**config.mk**
```make
export PLATFORM = sky130hd
export DESIGN_NAME = rcrb_rail_control_bank
export DESIGN_NICKNAME = d
export VERILOG_FILES = /design/src/hdl/rcrb_rail_control_bank.v /design/src/hdl/rcrb_tick_div.v /design/src/hdl/rcrb_pok_timer.v
export VERILOG_INCLUDE_DIRS = /design/src /design/src/hdl
export SDC_FILE = /design/constraint.sdc
export NUM_CORES = 1
export LEC_CHECK = 0
export BUFFER_PORTS_ARGS = -buffer_cell sky130_fd_sc_hd__buf_2
export CAP_MARGIN = 20
export CORE_MARGIN = 2
export CORE_UTILIZATION = 51
export CTS_BUF_LIST = sky130_fd_sc_hd__clkbuf_4 sky130_fd_sc_hd__clkbuf_8 sky130_fd_sc_hd__clkbuf_16
export DETAILED_ROUTE_END_ITERATION = 16
export GPL_TIMING_DRIVEN = 0
export PLACE_DENSITY_LB_ADDON = 0.1
export SLEW_MARGIN = 25
export SYNTH_ARGS = -nofsm -noshare
export SYNTH_HDL_FRONTEND = slang
export SYNTH_SLANG_ARGS = --single-unit
```
**constraint.sdc**
```tcl
create_clock -name clk -period 2.8 [get_ports clk]
set_clock_uncertainty 0.1 [all_clocks]
set_input_delay 0.28 -clock clk [delete_from_list [all_inputs] [get_ports clk]]
set_output_delay 0.28 -clock clk [all_outputs]
set_load 0.05 [all_outputs]
```
**src/hdl/rcrb_defs.vh**
```
`ifndef RCRB_DEFS_VH
`define RCRB_DEFS_VH
// ----------------------------------------
// register offsets
// ----------------------------------------
`define RCRB_OFS_POWER_OK_DELAY 8'h43
`define RCRB_OFS_FORCE_SHDN 8'h91
`define RCRB_OFS_CONV4 8'h94
`define RCRB_OFS_CONV5 8'h96
`define RCRB_OFS_CONV6 8'h98
`define RCRB_OFS_LIN2 8'h9A
`define RCRB_OFS_LIN3 8'h9B
`define RCRB_OFS_MODE_OFF 8'h9C
`define RCRB_OFS_ENABLE 8'h9E
// ----------------------------------------
// reset values
// ----------------------------------------
`define RCRB_RST_DELAY_CODE 3'h7
`define RCRB_RST_CONV4 7'h2F
`define RCRB_RST_CONV5 7'h4B
`define RCRB_RST_CONV6_A 7'h3D
`define RCRB_RST_CONV6_B 7'h47
`define RCRB_RST_CONV6_C 7'h56
`define RCRB_RST_LIN_A 4'hA
`define RCRB_RST_LIN3_A 4'hB
`define RCRB_RST_LIN_Z 4'h0
// ----------------------------------------
// field positions
// ----------------------------------------
`define RCRB_BIT_SHDN 0
`define RCRB_BIT_PWM_LO 3
`define RCRB_BIT_LIN2_EN 7
`define RCRB_BIT_SWA_EN 6
// ----------------------------------------
// delay table in microseconds
// ----------------------------------------
`define RCRB_DLY0_US 2500
`define RCRB_DLY1_US 5000
`define RCRB_DLY2_US 10000
`define RCRB_DLY3_US 15000
`define RCRB_DLY4_US 20000
`define RCRB_DLY5_US 50000
`define RCRB_DLY6_US 75000
`define RCRB_DLY7_US 100000
`define RCRB_CLK_MHZ 40
`define RCRB_TICK_US 1
`endif

```
**src/hdl/rcrb_rail_control_bank.v**
```verilog
// Overview of operation
// - power-ok asserts a programmed delay after all rails reach regulation.
// - delay code resets to 7 (100 ms); codes 0..6 give 2.5..75 ms.
// - writing one to force-shutdown triggers emergency shutdown; zero does nothing.
// - force-shutdown bit 0 self-clears; other bits of that register read zero.
// - converter four code is 7-bit RW, resets to the 1.80 V pattern.
// - code zero is a valid 0 V setting; power-good stays high then.
// - converter five code is 7-bit RW, resets to the 1.24 V pattern.
// - converter six code resets per factory variant: 1.1, 1.20 or 1.35 V.
// - linear regulator two uses sleep code while sleep-state is low.
// - linear regulator three likewise; nibbles reset to 1011 or 0000 per variant.
// - bits 5..3 pick auto (0) or forced PWM (1); bit 5 reset per variant.
// - zero force-off bit turns converter off, overriding pins and override.
// - on-override for converters one..three forces on unless force-off is zero.
// - on-override bits 3..5 force converters four..six on.
// - bit 7 zero gates linear regulator two by the enable pin; one forces on.
// - bit 6 zero gates switch A by either pin; one forces it on.
`include "rcrb_defs.vh"
module rcrb_rail_control_bank #(
  parameter [1:0] VARIANT = 2'h0,
  parameter integer US_SCALE = 1
) (
  input wire clk,
  input wire nrst,
  input wire regWrite,
  input wire regRead,
  input wire [7:0] regAddr,
  input wire [7:0] regWdata,
  output reg [7:0] regRdata,
  input wire sleepStateN,
  input wire linearSwitchEnablePin,
  input wire switchAEnablePin,
  input wire [5:0] seqConvEnable,
  input wire allRailsInRegulation,
  input wire [5:0] railPowerGoodRaw,
  output reg platformPowerOkOut,
  output reg emergencyShutdown,
  output reg [5:0] convOn,
  output reg [2:0] convPwmSelect,
  output reg linregTwoOn,
  output reg switchAOn,
  output reg [3:0] linregTwoCode,
  output reg [3:0] linregThreeCode,
  output reg [6:0] convFourCode,
  output reg [6:0] convFiveCode,
  output reg [6:0] convSixCode,
  output reg [5:0] railPowerGood
);
  // ----------------------------------------
  // variant dependent reset values
  // ----------------------------------------
  // fixed per build; the host cannot change which variant it talks to
  localparam [6:0] CONV6_RST = (VARIANT == 2'h1) ? `RCRB_RST_CONV6_B :
                               (VARIANT == 2'h2) ? `RCRB_RST_CONV6_C : `RCRB_RST_CONV6_A;
  localparam [3:0] LIN2_RST = (VARIANT == 2'h3) ? `RCRB_RST_LIN_Z : `RCRB_RST_LIN_A;
  localparam [3:0] LIN3_RST = (VARIANT == 2'h3) ? `RCRB_RST_LIN_Z : `RCRB_RST_LIN3_A;
  localparam [2:0] MODE_RST = (VARIANT == 2'h2) ? 3'h4 : 3'h0;
  localparam integer TICK_DIV = `RCRB_CLK_MHZ * `RCRB_TICK_US;

  // ----------------------------------------
  // register storage
  // ----------------------------------------
  reg [2:0] powerOkDelayCode;
  reg forceShutdownBit;
  reg [6:0] convFourVoltageCode;
  reg [6:0] convFiveVoltageCode;
  reg [6:0] convSixVoltageCode;
  reg [3:0] linregTwoSleepCode;
  reg [3:0] linregTwoVoltageCode;
  reg [3:0] linregThreeSleepCode;
  reg [3:0] linregThreeVoltageCode;
  reg [2:0] convPwm;
  reg [2:0] convForceOffN;
  reg [7:0] railEnableOverride;
  wire tick;
  wire powerOkRaw;
  reg [7:0] next_rdata;
  wire [5:0] railZero;
  wire [6:0] zeroSel [0:5];
  wire anyRailZero;
  wire [5:0] next_convOn;
  wire [5:0] next_railPowerGood;
  wire next_linregTwoOn;
  wire next_switchAOn;
  wire [3:0] next_linregTwoCode;
  wire [3:0] next_linregThreeCode;

  // ----------------------------------------
  // write decode
  // ----------------------------------------
  // reserved and read-only bits are never stored
  wire hitDelay = regWrite && (regAddr == `RCRB_OFS_POWER_OK_DELAY);
  wire hitShutdown = regWrite && (regAddr == `RCRB_OFS_FORCE_SHDN);
  wire hitConvFour = regWrite && (regAddr == `RCRB_OFS_CONV4);
  wire hitConvFive = regWrite && (regAddr == `RCRB_OFS_CONV5);
  wire hitConvSix = regWrite && (regAddr == `RCRB_OFS_CONV6);
  wire hitLinTwo = regWrite && (regAddr == `RCRB_OFS_LIN2);
  wire hitLinThree = regWrite && (regAddr == `RCRB_OFS_LIN3);
  wire hitModeOff = regWrite && (regAddr == `RCRB_OFS_MODE_OFF);
  wire hitEnable = regWrite && (regAddr == `RCRB_OFS_ENABLE);

  always @(posedge clk) begin
    if (!nrst) begin
      powerOkDelayCode <= `RCRB_RST_DELAY_CODE;
      forceShutdownBit <= 1'b0;
      convFourVoltageCode <= `RCRB_RST_CONV4;
      convFiveVoltageCode <= `RCRB_RST_CONV5;
      convSixVoltageCode <= CONV6_RST;
      linregTwoSleepCode <= LIN2_RST;
      linregTwoVoltageCode <= LIN2_RST;
      linregThreeSleepCode <= LIN3_RST;
      linregThreeVoltageCode <= LIN3_RST;
      convPwm <= MODE_RST;
      convForceOffN <= 3'h7;
      railEnableOverride <= 8'h00;
    end else begin
      // self-clear after one cycle; new write wins over clear
      if (hitShutdown && regWdata[`RCRB_BIT_SHDN]) begin
        forceShutdownBit <= 1'b1;
      end else begin
        forceShutdownBit <= 1'b0;
      end
      if (hitDelay) begin
        powerOkDelayCode <= regWdata[2:0];
      end
      if (hitConvFour) begin
        convFourVoltageCode <= regWdata[6:0];
      end
      if (hitConvFive) begin
        convFiveVoltageCode <= regWdata[6:0];
      end
      if (hitConvSix) begin
        convSixVoltageCode <= regWdata[6:0];
      end
      if (hitLinTwo) begin
        linregTwoSleepCode <= regWdata[7:4];
        linregTwoVoltageCode <= regWdata[3:0];
      end
      if (hitLinThree) begin
        linregThreeSleepCode <= regWdata[7:4];
        linregThreeVoltageCode <= regWdata[3:0];
      end
      if (hitModeOff) begin
        convPwm <= regWdata[`RCRB_BIT_PWM_LO +: 3];
        convForceOffN <= regWdata[2:0];
      end
      if (hitEnable) begin
        railEnableOverride <= regWdata;
      end
    end
  end

  // ----------------------------------------
  // read mux
  // ----------------------------------------
  always @* begin
    case (regAddr)
      `RCRB_OFS_POWER_OK_DELAY: next_rdata = {5'h00, powerOkDelayCode};
      // register reads zero at every read, even in the cycle the bit is set
      `RCRB_OFS_FORCE_SHDN: next_rdata = 8'h00;
      `RCRB_OFS_CONV4: next_rdata = {1'b0, convFourVoltageCode};
      `RCRB_OFS_CONV5: next_rdata = {1'b0, convFiveVoltageCode};
      `RCRB_OFS_CONV6: next_rdata = {1'b0, convSixVoltageCode};
      `RCRB_OFS_LIN2: next_rdata = {linregTwoSleepCode, linregTwoVoltageCode};
      `RCRB_OFS_LIN3: next_rdata = {linregThreeSleepCode, linregThreeVoltageCode};
      `RCRB_OFS_MODE_OFF: next_rdata = {2'h0, convPwm, convForceOffN};
      `RCRB_OFS_ENABLE: next_rdata = railEnableOverride;
      // unmapped offsets and reserved bits read as zero
      default: next_rdata = 8'h00;
    endcase
  end

  always @(posedge clk) begin
    if (!nrst) begin
      regRdata <= 8'h00;
    end else if (regRead) begin
      // held between reads so the host may sample it late
      regRdata <= next_rdata;
    end
  end

  // ----------------------------------------
  // power-ok delay
  // ----------------------------------------
  // one 1 us tick serves every delay code, so the timer needs no wide divider
  rcrb_tick_div #(
    .DIV(TICK_DIV)
  ) rcrb_tick_div_inst (
    .clk(clk),
    .nrst(nrst),
    .tick(tick)
  );

  // power-ok drops at once when any rail leaves regulation
  rcrb_pok_timer #(
    .US_SCALE(US_SCALE)
  ) rcrb_pok_timer_inst (
    .clk(clk),
    .nrst(nrst),
    .tick(tick),
    .allInReg(allRailsInRegulation),
    .delayCode(powerOkDelayCode),
    .powerOk(powerOkRaw)
  );

  // ----------------------------------------
  // power-good masking for 0 V codes
  // ----------------------------------------
  // converters one..three codes live elsewhere; only four..six are seen here
  assign zeroSel[0] = 7'h7F;
  assign zeroSel[1] = 7'h7F;
  assign zeroSel[2] = 7'h7F;
  assign zeroSel[3] = convFourVoltageCode;
  assign zeroSel[4] = convFiveVoltageCode;
  assign zeroSel[5] = convSixVoltageCode;

  genvar gi;
  generate
    for (gi = 0; gi < 6; gi = gi + 1) begin : g_rail
      assign railZero[gi] = (zeroSel[gi] == 7'h00);
      // any rail parked at 0 V holds every power-good high, not only its own
      assign next_railPowerGood[gi] = railPowerGoodRaw[gi] | anyRailZero |
                                      ~sleepStateN;
      if (gi < 3) begin : g_forced
        // force-off beats both the override and the sequencer
        assign next_convOn[gi] = convForceOffN[gi] &
                                 (railEnableOverride[gi] | seqConvEnable[gi]);
      end else begin : g_plain
        assign next_convOn[gi] = railEnableOverride[gi] | seqConvEnable[gi];
      end
    end
  endgenerate
  assign anyRailZero = |railZero;

  // ----------------------------------------
  // pin and override terms
  // ----------------------------------------
  assign next_linregTwoOn = railEnableOverride[`RCRB_BIT_LIN2_EN] | linearSwitchEnablePin;
  assign next_switchAOn = railEnableOverride[`RCRB_BIT_SWA_EN] |
                          linearSwitchEnablePin | switchAEnablePin;
  // sleep code is taken only while the sleep-state pin is low
  assign next_linregTwoCode = sleepStateN ? linregTwoVoltageCode : linregTwoSleepCode;
  assign next_linregThreeCode = sleepStateN ? linregThreeVoltageCode :
                                linregThreeSleepCode;

  // ----------------------------------------
  // rail enable outputs
  // ----------------------------------------
  always @(posedge clk) begin
    if (!nrst) begin
      convOn <= 6'h00;
      convPwmSelect <= 3'h0;
      linregTwoOn <= 1'b0;
      switchAOn <= 1'b0;
    end else begin
      convOn <= next_convOn;
      convPwmSelect <= convPwm;
      linregTwoOn <= next_linregTwoOn;
      switchAOn <= next_switchAOn;
    end
  end

  // ----------------------------------------
  // voltage code outputs
  // ----------------------------------------
  // registered so a host write never glitches a regulator reference
  always @(posedge clk) begin
    if (!nrst) begin
      linregTwoCode <= 4'h0;
      linregThreeCode <= 4'h0;
      convFourCode <= 7'h00;
      convFiveCode <= 7'h00;
      convSixCode <= 7'h00;
    end else begin
      linregTwoCode <= next_linregTwoCode;
      linregThreeCode <= next_linregThreeCode;
      convFourCode <= convFourVoltageCode;
      convFiveCode <= convFiveVoltageCode;
      convSixCode <= convSixVoltageCode;
    end
  end

  // ----------------------------------------
  // status and shutdown outputs
  // ----------------------------------------
  always @(posedge clk) begin
    if (!nrst) begin
      platformPowerOkOut <= 1'b0;
      emergencyShutdown <= 1'b0;
      railPowerGood <= 6'h00;
    end else begin
      platformPowerOkOut <= powerOkRaw;
      emergencyShutdown <= forceShutdownBit;
      railPowerGood <= next_railPowerGood;
    end
  end
endmodule

```
**src/hdl/rcrb_tick_div.v**
```verilog
module rcrb_tick_div #(
  parameter integer DIV = 40
) (
  input wire clk,
  input wire nrst,
  output reg tick
);
  reg [15:0] cnt;

  always @(posedge clk) begin
    if (!nrst) begin
      cnt <= 16'h0000;
      tick <= 1'b0;
    end else if (cnt == DIV[15:0] - 16'h0001) begin
      cnt <= 16'h0000;
      tick <= 1'b1;
    end else begin
      cnt <= cnt + 16'h0001;
      tick <= 1'b0;
    end
  end
endmodule

```
**src/hdl/rcrb_pok_timer.v**
```verilog
`include "rcrb_defs.vh"
module rcrb_pok_timer #(
  parameter integer US_SCALE = 1
) (
  input wire clk,
  input wire nrst,
  input wire tick,
  input wire allInReg,
  input wire [2:0] delayCode,
  output reg powerOk
);
  reg [16:0] count;
  reg [31:0] limitFull;
  wire [16:0] limit;

  // delay entries; US_SCALE lets a bench shorten them
  always @* begin
    case (delayCode)
      3'h0: limitFull = `RCRB_DLY0_US / US_SCALE;
      3'h1: limitFull = `RCRB_DLY1_US / US_SCALE;
      3'h2: limitFull = `RCRB_DLY2_US / US_SCALE;
      3'h3: limitFull = `RCRB_DLY3_US / US_SCALE;
      3'h4: limitFull = `RCRB_DLY4_US / US_SCALE;
      3'h5: limitFull = `RCRB_DLY5_US / US_SCALE;
      3'h6: limitFull = `RCRB_DLY6_US / US_SCALE;
      default: limitFull = `RCRB_DLY7_US / US_SCALE;
    endcase
  end
  // longest entry stays below 2^17, so the cut drops only zeros
  assign limit = limitFull[16:0];

  always @(posedge clk) begin
    if (!nrst || !allInReg) begin
      count <= 17'h00000;
      powerOk <= 1'b0;
    end else if (count >= limit) begin
      powerOk <= 1'b1;
    end else if (tick) begin
      count <= count + 17'h00001;
    end
  end
endmodule

```
# [After elaboration in Yosys (flattened, before gate mapping)]
# Cells that the tools add are included.
[totals] reg_bits=146 inputBits=36 output_inout_bits=56 word_cells=101
[classes] add_sub_neg=2 magnitude_cmp=1 eq_ne=16 n_mux=6 n_bitwise=27 reduce_logical=20
[op_table] cell="$pmux W17 S7" count=1
[op_table] cell="$eq A8 B8 Y1 const B" count=8
[op_table] cell="$pmux W8 S8" count=1
[op_table] cell="$logic_not A7 Y1" count=3
[op_table] cell="$or A1 B1 Y1" count=21
[op_table] cell="$add A17 B1 Y17 const B" count=1
[op_table] cell="$ge A17 B17 Y1" count=1
[op_table] cell="$add A16 B1 Y16 const B" count=1
[op_table] cell="$eq A16 B6 Y1 const B" count=1
[op_table] cell="$logic_and A1 B1 Y1" count=10
[op_table] cell="$eq A3 B3 Y1 const B" count=3
[op_table] cell="$eq A8 B7 Y1 const B" count=1
[op_table] cell="$mux W4" count=2
[op_table] cell="$eq A3 B2 Y1 const B" count=2
[op_table] cell="$and A1 B1 Y1" count=3
[op_table] cell="$eq A3 B1 Y1 const B" count=1
[op_table] cell="$logic_not A3 Y1" count=1
[op_table] cell="$not A1 Y1" count=3
[op_table] cell="$reduce_or A3 Y1" count=1
[op_table] cell="$logic_not A1 Y1" count=2
[op_table] cell="$mux W1" count=2
[op_table] cell="$reduce_and A2 Y1" count=1
[op_table] cell="$reduce_or A2 Y1" count=1
[op_table] cell="$logic_or A1 B1 Y1" count=1

# [Depth between registers and ports, before layout]
# Gate-level depths: netlist of the first run.
[depth] word_depth=5 ltp_mapped=12

# [By module]
# A second synthesis of the first run with hierarchy kept.
[hier_totals] cells_unflattened=668 area_unflattened_um2=6459.9
[modules_own_cells] module="rcrb_rail_control_bank" instances=1 cells_per_inst=419 area_each_um2=4359.2 seq_area_each_um2=2222.1
[modules_own_cells] module="rcrb_pok_timer" instances=1 cells_per_inst=163 area_each_um2=1338.8 seq_area_each_um2=360.3
[modules_own_cells] module="rcrb_tick_div" instances=1 cells_per_inst=86 area_each_um2=762.0 seq_area_each_um2=340.3

# [Worst setup path before layout of the first run]
# No wires, ideal clock.
[synth_path] path_kind="flip-flop to flip-flop" from="reg powerOkDelayCode[0]" to="reg rcrb_pok_timer_inst.count[13]" arrival_time_ns=2.578 required_time_ns=2.628 slack_ns=0.050 path_stages_with_launch=10 path_buffers=2 path_cell_list="dfxtp_1 clkbuf_1 mux2_2 ha_1 a21oi_1 o21ai_0 a221o_1 buf_2 or4_1 a21oi_1"
[synth_via] elab_chain_len=5
[synth_rtl] element="from (decl)" line_no="rcrb_rail_control_bank.v:63" text="reg [2:0] powerOkDelayCode;"
[synth_rtl] element="from (signal assigned)" line_no="rcrb_rail_control_bank.v:104" text="powerOkDelayCode <= `RCRB_RST_DELAY_CODE;"
[synth_rtl] element="from (signal assigned)" line_no="rcrb_rail_control_bank.v:124" text="powerOkDelayCode <= regWdata[2:0];"
[synth_rtl] element="$eq A3 B3 Y1 (tied with other cells)" line_no="rcrb_pok_timer.v:18" text="case (delayCode)"
[synth_rtl] element="$pmux W17 S7 (*)" line_no="rcrb_pok_timer.v:18"
[synth_rtl] element="$ge A17 B17 Y1 (*)" line_no="rcrb_pok_timer.v:36" text="end else if (count >= limit) begin"
[synth_rtl] element="$not A1 Y1 (no source line) (*)"
[synth_rtl] element="$reduce_and A2 Y1 (no source line) (*)"
[synth_rtl] element="to (signal assigned)" line_no="rcrb_pok_timer.v:39" text="count <= count + 17'h00001;"
[synth_rtl] element="to (decl)" line_no="rcrb_pok_timer.v:12" text="reg [16:0] count;"
# Mark *: on every way between the ends. The rest lies on a longest branch, timed or not.
# A chain may end at the register's enable or synchronous reset.

# [Worst setup path after layout of the first run]
[layout_path] from="reg powerOkDelayCode[0]" to="reg rcrb_pok_timer_inst.count[7]"
# The elaborated chain is that of the path after synthesis.

==> flow_metrics.tcl, run 1 <==
set metrics [dict create \
    syn-instance-count 698 \
    fp.dieArea_sq_um 13170 \
    critPathRequiredTime_ns 3.05 \
    top_level_ports 92 \
    crit_path_end_kind "flop" \
    reg2reg_slack_ns 0.09 \
    grt_usage_pct 26.41 \
    grt_max_degree 17 \
    wire_per_inst_um 17.68 \
    initial_core_util_pct 52.08 \
    gp_congestion 0.9572 \
    synth_area_sq_um 6256 \
    grt-ovfl-total 0 \
    yosysSeqAreaShare_pct 46.72 \
    final_cell_mix "dfxtp_1 (143), nand2_1 (93), buf_2 (88)" \
    drv_slew 0 \
    fin_crit_sh_pct 96.75 \
    hold_end "convOn[1]$_SDFF_PN0_" \
    via_count 5620 \
    die_h_um 114.8 \
    finalHoldViolCount 0 \
    antennaDiodeCount 0 \
    max_cap_violations 0 \
    final_antenna_net_count 0 \
    hold_depth 2 \
    min_path_type "in2reg" \
    numCtsBuffers 17 \
    max-slew-margin-rel_pct 48.12 \
    post_route_cells_drive_above_1_share_pct 19.64 \
    dp_hpwl_um 12410 \
    synthArstFlopShare_pct 0 \
    ys.flop_type "dfxtp_1" \
    worstRegToRegCells 10 \
    top_layer_used "met4" \
    numClockSinks 146 \
    power_density_nw_per_um2 598.3 \
    cts-root-buf "clkbuf_16" \
    syn-num-nets 752 \
    wl_met1_um 7095 \
    final_core_util_pct 64.38 \
    synth_cell_types 49 \
    worst_pin_slew_ns 0.7586 \
    max-vdd-ir-drop_mv 0.3755 \
    drt-initial-drc-count 410 \
    port_buffers 84 \
    hp-start "seqConvEnable[1]" \
    final_area_sq_um 7732 \
    fillers 1040 \
    fp.dieW_um 114.8 \
    rsz0062_at_grt "yes" \
    fin_nets 871 \
    clock_latency_ns 0.42 \
    met3_wirelength_um 849 \
    timing.rr.start "powerOkDelayCode[0]$_SDFFE_PN1P_" \
    drt-total-wl_um 17270 \
    wl_met2_um 8758 \
    worst_ep_arrival_time_ns 2.96 \
    crit_fanout 7 \
    hold-worst-slack_ns 0.009733 \
    synth_warnings 0 \
    avgViaCountPerCell 5.752 \
    synth_edf_count 0 \
    min_period_ns 2.709 \
    clock_tree.buffer_depth 2 \
    h-tree-depth 4 \
    clk_pin_slew_ns 0.06 \
    syn_to_final_growth_pct 23.60 \
    drt-pass1-iter-count 6 \
    status "finished clean" \
    core_sq_um 12010 \
    r2r-end "rcrb_pok_timer_inst.count[7]$_SDFFE_PP0P_" \
    power_w 0.004627 \
    pre_cts_ws_ns -0.2908 \
    max_freq_ghz 0.3692 \
    first_global_vias 5400 \
    worst_slack_ns 0.09110 \
    placedInstanceArea_sq_um 6860 \
    ys_ff_latch 146 \
    p_leak_nw 3.214 \
    setup.worst_path.class "reg2reg" \
    rows 40 \
    drc 0 \
    grt_pass1_wl_um 26990 \
    tritoncts "yes" \
    antenna_found_initial 0 \
    setup_viol 0 \
    cp-start-kind "flop" \
    syn_avg_cell_area_sq_um 8.963 \
    final_common_cell "dfxtp_1" \
]
## sequential cells by signal, indices dropped and copies added (netlist names), 4 cells and up
register / flops
rcrb_tick_div_inst.cnt: 16
rcrb_pok_timer_inst.count: 17
convFourCode: 7
convSixVoltageCode: 7
convFiveCode: 7
linregTwoCode: 4
convOn: 6
railPowerGood: 6
convSixCode: 7
regRdata: 8
linregThreeSleepCode: 4
linregTwoSleepCode: 4
convFiveVoltageCode: 7
linregTwoVoltageCode: 4
convFourVoltageCode: 7
linregThreeVoltageCode: 4
linregThreeCode: 4
railEnableOverride: 8
## area by class of cell
type	instances	area, sq um	share of cell area (%)
multi-input cells	500	3233	41.81
clock buffers	20	466.7	6.036
well taps	147	183.9	2.379
clock inverters	12	105.1	1.359
inverters	10	37.54	0.4854
plain buffers	41	197.7	2.557
flip-flops and latches	146	2932	37.91
repair buffers	101	576.8	7.460
## synth_stat cells, drive strengths merged (10+ instances only)
library cell	n	share of area, %
nand3	54	4.3
nand4	11	1.1
mux2i	58	9.3
nor3	16	1.6
nor2	60	3.6
buf	11	0.90
o21ai	13	1.0
xor2	10	1.4
nand2b	11	1.1
clkbuf	31	1.9
nand2	93	5.6
nor4	12	1.2
dfxtp	146	47
ha	18	3.6
a21oi	37	3.0
and2	29	2.9
inv	10	0.60
or4	11	1.4
## timing repair
action	in CTS	in global routing
gates resized for setup	8	38
setup endpoints to repair	18	15
setup buffers	1	3
cloned	0	1
pin swaps	1	6
endpoints found under the hold margin	12	0
hold buffers	12	0
## worst max-delay path, cell delays in order, from the launching register on
cell and delay (ns):
dfxtp_4 0.40, buf_2 0.19, nor2b_1 0.08, a21oi_1 0.22
ha_1 0.30, nand2_1 0.08, nor3_1 0.06, a221o_1 0.41
buf_6 0.16, or4_1 0.51, a21oi_2 0.14
## power breakdown
group | switching [W] | total [W] | internal (W)
Sequential | 0.0000113 | 0.00212 | 0.00211
Combinational | 0.000240 | 0.000332 | 0.0000915
Clock | 0.000885 | 0.00218 | 0.00129
## through the flow
step / setup TNS [ns] / std cells
2_1_floorplan: 0 / 698
3_5_place_dp: -3.274 / 929
6_report: 0 / 977
3_3_place_gp: -1.904 / 929
5_1_grt: -0.06173 / 977
4_1_cts: 0 / 973
## layer usage
metal	up-vias	global-route usage [%]
li1	2698	-
met1	2698	31.11
met2	182	45.01
met3	42	6.115
met4	0	13.82
met5	-	0
## logic make-up after synthesis
logic type               synth area share, %
AO/OA/AOI/OAI                          10.12
buffers and inverters                  3.360
XOR/XNOR                               1.820
flip-flops                             46.72
multiplexers                           9.640
AND/OR/NAND/NOR                        24.74
adder cells (fa/ha/maj)                3.600
## worst max path at each step
stage	start	end	slack, ns	cells after the start
5_1_grt	powerOkDelayCode[2]$_SDFFE_PN1P_	rcrb_pok_timer_inst.count[15]$_SDFFE_PP0P_	-0.04	10
4_1_cts	powerOkDelayCode[1]$_SDFFE_PN1P_	rcrb_pok_timer_inst.count[12]$_SDFFE_PP0P_	0.03	11
6_report	powerOkDelayCode[0]$_SDFFE_PN1P_	rcrb_pok_timer_inst.count[7]$_SDFFE_PP0P_	0.09	10
3_3_place_gp	powerOkDelayCode[0]$_SDFFE_PN1P_	rcrb_pok_timer_inst.count[12]$_SDFFE_PP0P_	-0.21	10
3_5_place_dp	powerOkDelayCode[0]$_SDFFE_PN1P_	rcrb_pok_timer_inst.count[12]$_SDFFE_PP0P_	-0.29	12
2_1_floorplan	powerOkDelayCode[0]$_SDFFE_PN1P_	rcrb_pok_timer_inst.count[13]$_SDFFE_PP0P_	0.05	9
Power figures use the tool's default switching activity.
==> inputs of run 2 (changes only) <==
PLACE_DENSITY = 0.75   (was not set)
PLACE_DENSITY_LB_ADDON = not set   (was 0.1)
REMOVE_ABC_BUFFERS = 1   (was not set)
==> run 2 against run 1 <==
Net effect: sequential share of layout area is 0.68 points higher; cell count fell by 3.2%; routed wire length down 11%; core utilization shrank 1.1 points; non-clock buffer count is 32 lower; setup slack gained 0.012 ns; die area unchanged; clock power increased by 11%; register-to-register slack barely moved; clock-buffer cell count increased by 2; critical path type unchanged.
==> flow_metrics.tcl, run 2 (synthesis gave the netlist of run 1 again) <==
set metrics [dict create \
    initial_core_util_pct 52.08 \
    fp.dieArea_sq_um 13170 \
    core_sq_um 12010 \
    max_cap_violations 0 \
    top_level_ports 92 \
    tns_ns 0 \
    largest_reg_flops 17 \
    top_register "rcrb_pok_timer_inst.count" \
    r2r-end "rcrb_pok_timer_inst.count[10]$_SDFFE_PP0P_" \
    power_w 0.004842 \
    numClockSinks 146 \
    die_h_um 114.8 \
    grt_pass1_wl_um 25090 \
    p_leak_nw 3.168 \
    timing.rr.start "powerOkDelayCode[0]$_SDFFE_PN1P_" \
    wire_per_inst_um 16.27 \
    first_global_vias 5185 \
    worstRegToRegCells 7 \
    fin_nets 841 \
    antenna_found_initial 0 \
    drt-initial-drc-count 477 \
    top_layer_used "met4" \
    via_count 5461 \
    clock_latency_ns 0.42 \
    placedInstanceArea_sq_um 6750 \
    drt-total-wl_um 15400 \
    setup_viol 0 \
    final_area_sq_um 7604 \
    rsz0062_at_grt "no" \
    fin_crit_sh_pct 96.32 \
    grt_max_degree 73 \
    final_antenna_net_count 0 \
    drv_slew 0 \
    tritoncts "yes" \
    reg_top3 "rcrb_pok_timer_inst.count: 17 flops, rcrb_tick_div_inst.cnt: 16 flops" \
    grt-ovfl-total 0 \
    syn_to_final_growth_pct 21.54 \
    port_buffers 91 \
    max-slew-margin-rel_pct 49.42 \
    critPathRequiredTime_ns 3.04 \
    wl_met1_um 6509 \
    cts-root-buf "clkbuf_16" \
    drt-pass1-iter-count 5 \
    reg2reg_slack_ns 0.10 \
    fillers 968 \
    grt_usage_pct 24.41 \
    dp_hpwl_um 10380 \
    h-tree-depth 4 \
    worst_pin_slew_ns 0.7546 \
    critPathLaunch "powerOkDelayCode[0]$_SDFFE_PN1P_" \
    power_density_nw_per_um2 636.8 \
    min_period_ns 2.697 \
    clock_tree.buffer_depth 2 \
    wl_met2_um 7313 \
    crit_path_end_kind "flop" \
    final_common_cell "dfxtp_1" \
    clk_pin_slew_ns 0.06 \
    finalHoldViolCount 0 \
    ff_latch_area_sq_um 2934 \
    hold-worst-slack_ns 0.01790 \
    rows 40 \
    final_cell_mix "dfxtp_1 (143), nand2_1 (93), buf_2 (92)" \
    met3_wirelength_um 1101 \
    gp_congestion 0.8992 \
    crit_fanout 11 \
    endpoint "rcrb_pok_timer_inst.count[10]$_SDFFE_PP0P_" \
    antennaDiodeCount 0 \
    setup.worst_path.class "reg2reg" \
    max-vdd-ir-drop_mv 0.4703 \
    min_path_type "in2reg" \
    status "finished clean" \
    post_route_cells_drive_above_1_share_pct 18.52 \
    numCtsBuffers 17 \
    final_core_util_pct 63.30 \
    worst_ep_arrival_time_ns 2.93 \
    max_freq_ghz 0.3708 \
    avgViaCountPerCell 5.773 \
    cp-start-kind "flop" \
    fp.dieW_um 114.8 \
    multi_input_comb_area_sq_um 3183 \
    drc 0 \
]
==> run 2: how the worst min path moves through the flow <==
stage	slack, ns	start	cells past startpoint	to
after detailed placement	0.34	rcrb_tick_div_inst.cnt[0]$_SDFF_PP0_	1	rcrb_tick_div_inst.cnt[0]$_SDFF_PP0_
after global placement	0.32	forceShutdownBit$_SDFF_PN0_	1	emergencyShutdown$_SDFF_PN0_
after CTS	0.01	regWdata[7]	3	linregThreeSleepCode[3]$_SDFFE_PN1P_
final	0.02	regWdata[7]	3	linregThreeSleepCode[3]$_SDFFE_PN1P_
after floorplan	0.24	nrst	1	convForceOffN[0]$_SDFFE_PN1P_
after global routing	0.02	regRead	2	regRdata[7]$_SDFFE_PN0P_
==> run 2: cell type report <==
type / count / area share (%)
clock buffers: 22 / 6.335
clock inverters: 9 / 2.008
repair buffers: 110 / 8.294
multi-input cells: 502 / 41.86
inverters: 10 / 0.4937
flip-flops and latches: 146 / 38.59
well taps: 147 / 2.419
==> run 2: per-layer routing <==
metal	up-vias	global-route usage, %
met1	2544	30.26
met2	230	39.76
met5	-	0
li1	2648	-
met3	39	6.220
met4	0	12.05
==> run 2: power by group <==
group	switching, W	internal, W	total [W]
Sequential	0.0000107	0.00211	0.00212
Clock	0.000834	0.00158	0.00241
Combinational	0.000226	0.0000883	0.000314
Total	0.00107	0.00377	0.00484
==> run 2: timing repair <==
item                                   in CTS  in global routing
setup endpoints to repair                  17                 15
pin swaps                                   1                  1
cloned                                      1                  1
gates resized for setup                     5                  8
buffers inserted                            0                  3
hold buffers                               14                  0
endpoints found under the hold margin      14                  0
==> run 2: metrics by stage <==
stage	setup WS, ns	cells
2_1_floorplan	0.1059	656
3_3_place_gp	-0.7149	894
3_5_place_dp	-0.3169	896
4_1_cts	0.02181	942
5_1_grt	0.004804	946
6_report	0.1031	946
==> run 2: worst max-delay path, cell delays in order, from the launching register on <==
cell and delay [ns]:
dfxtp_4 0.42, mux2_2 0.36, ha_1 0.30, a21oi_1 0.12, o21ai_1 0.12, a221o_2 0.50, or4_1 0.53, a21oi_1 0.16
==> inputs of run 3 (changes only) <==
CORE_UTILIZATION = 45   (was 51)
PLACE_DENSITY = 0.68   (was 0.75)
==> run 3 against run 2 <==
Net effect: sequential cell count stayed put; register-to-register slack worse by 0.02 ns; global-route usage down 2.2 points; setup slack worse by 0.024 ns; sequential power is essentially flat; combinational power rose by 1%; hold slack better by 0.022 ns; critical endpoint is now rcrb_pok_timer_inst.count[14]$_SDFFE_PP0P_; largest power group is now sequential cells.
==> flow_metrics.tcl, run 3 (synthesis gave the netlist of run 1 again) <==
set metrics [dict create \
    status "finished clean" \
    final_cell_mix "dfxtp_1 (143), nand2_1 (93), buf_2 (91)" \
    critPathLaunch "powerOkDelayCode[0]$_SDFFE_PN1P_" \
    post_route_cells_drive_above_1_share_pct 17.65 \
    tns_ns 0 \
    fillers 1250 \
    largest_reg_flops 17 \
    clock_latency_ns 0.42 \
    internal_power_w 0.003471 \
    p_sw_w 0.001089 \
    drt-initial-drc-count 388 \
    top_register "rcrb_pok_timer_inst.count" \
    fp.dieW_um 121.9 \
    gp_congestion 0.8979 \
    finalHoldViolCount 0 \
    final_antenna_net_count 0 \
    initial_core_util_pct 45.60 \
    timing.rr.start "powerOkDelayCode[0]$_SDFFE_PN1P_" \
    numCtsBuffers 17 \
    cp-start-kind "flop" \
    antenna_found_initial 0 \
    power_density_nw_per_um2 607.2 \
    worstRegToRegCells 7 \
    clk_pin_slew_ns 0.06 \
    pwr-share-seq_pct 46.5 \
    max-vdd-ir-drop_mv 0.3592 \
    grt_max_degree 73 \
    max_freq_ghz 0.3676 \
    critPathRequiredTime_ns 3.05 \
    drv_slew 0 \
    drc 0 \
    crit_path_end_kind "flop" \
    max_cap_violations 0 \
    p_leak_nw 3.104 \
    h-tree-depth 4 \
    grt_usage_pct 22.19 \
    drt-total-wl_um 16120 \
    setup_viol 0 \
    worstPathCellList "mux2_2 -> ha_1 -> a21oi_1 -> o21ai_0 -> a221o_2 -> or4_1 -> a21oi_1" \
    setup.worst_path.class "reg2reg" \
    fp.dieArea_sq_um 14860 \
    slowest_delay_ns 0.53 \
    numClockSinks 146 \
    p_comb_share_pct 7.0 \
    grt_pass1_wl_um 25600 \
    min_path_type "in2reg" \
    syn_to_final_growth_pct 20.04 \
    clock_tree.buffer_depth 2 \
    switching_share_pct 23.87 \
    worst_pin_slew_ns 0.7325 \
    antennaDiodeCount 0 \
    crit_fanout 13 \
    top_level_ports 92 \
    tritoncts "yes" \
    clkPwrFrac_pct 46.5 \
    rsz0062_at_grt "yes" \
    reg_top3 "rcrb_pok_timer_inst.count: 17 flops, rcrb_tick_div_inst.cnt: 16 flops" \
    hp-start "seqConvEnable[3]" \
    hold_depth 3 \
    die_h_um 121.9 \
    port_buffers 91 \
    wire_per_inst_um 16.57 \
    max-slew-margin-rel_pct 51.10 \
    hold_end "convOn[3]$_SDFF_PN0_" \
    first_global_vias 5011 \
    rows 43 \
    via_count 5477 \
    worst_ep_arrival_time_ns 2.97 \
    dp_hpwl_um 10940 \
    cts-root-buf "clkbuf_16" \
    fin_crit_sh_pct 97.17 \
    grt-ovfl-total 0 \
    fin_nets 836 \
    drt-pass1-iter-count 5 \
    slowest_stage "a221o_2" \
    reg2reg_slack_ns 0.08 \
    final_common_cell "dfxtp_1" \
    power_w 0.004560 \
    crit_path_frequent_cell "a21oi_1" \
    core_sq_um 13720 \
    min_period_ns 2.721 \
    avgViaCountPerCell 5.629 \
    r2r-end "rcrb_pok_timer_inst.count[14]$_SDFFE_PP0P_" \
]
## run 3: area by class of cell
class                      instances  area [sq um]  share of cell area (%)
multi-input combinational        501          3162                   42.10
clock buffer                      21         467.9                   6.231
inverter                          10         37.54                  0.4998
sequential                       146          2929                   39.00
clock inverter                     9         85.08                   1.133
tap                              180         225.2                   2.999
timing repair buffer             106         603.1                   8.031
## run 3: critical path, delay by kind of cell, from the launching register on
family / cells / cell delay (ns)
compound gates: 4 / 0.93
fa+ha+maj: 1 / 0.29
flops: 1 / 0.43
mux: 1 / 0.36
simple gates: 1 / 0.53
## run 3: power groups by stage
stage	registers [W]	clock network [W]	logic, W
floorplan	0.00227	0	0.0000727
global placement	0.00217	0	0.000292
detailed placement	0.00217	0	0.000298
CTS	0.00212	0.00215	0.000314
global route	0.00212	0.00225	0.000336
finish	0.00212	0.00212	0.000318
## run 3: what timing repair did
| item | CTS | global route |
|---|---|---|
| pin swaps | 1 | 1 |
| setup endpoints to repair | 17 | 15 |
| resized for setup | 4 | 2 |
| gates cloned | 0 | 1 |
| hold endpoints to repair | 13 | 0 |
| hold buffers | 14 | 0 |
| buffers inserted | 0 | 0 |
## run 3: per-stage QoR
stage | instances | utilization (%) | cell area [sq um] | setup slack, ns | hold slack, ns
6_report | 973 | 54.74 | 7510 | 0.07931 | 0.03960
5_1_grt | 973 | 54.74 | 7510 | -0.03730 | 0.04591
4_1_cts | 972 | 54.54 | 7482 | 0.01642 | 0.03535
3_5_place_dp | 928 | 49.45 | 6784 | -0.2685 | 0.3230
3_3_place_gp | 927 | 49.30 | 6764 | -0.6713 | 0.3223
2_1_floorplan | 656 | - | 6083 | 0.1059 | 0.2419
## run 3: worst max-delay path by stage
stage	end	slack, ns	cells past startpoint
after floorplan	rcrb_pok_timer_inst.count[10]$_SDFFE_PP0P_	0.11	9
after global placement	railEnableOverride[7]$_SDFFE_PN0P_	-0.67	6
after detailed placement	rcrb_pok_timer_inst.count[14]$_SDFFE_PP0P_	-0.27	9
after CTS	rcrb_pok_timer_inst.count[14]$_SDFFE_PP0P_	0.02	8
after global routing	rcrb_pok_timer_inst.count[4]$_SDFFE_PP0P_	-0.04	9
final	rcrb_pok_timer_inst.count[14]$_SDFFE_PP0P_	0.08	7
## run 3: per-layer routing
layer	global-route usage, %	routed length [um]
met1	28.97	7089
met2	35.44	7532
met3	5.197	1081
met4	8.980	415
met5	0	0
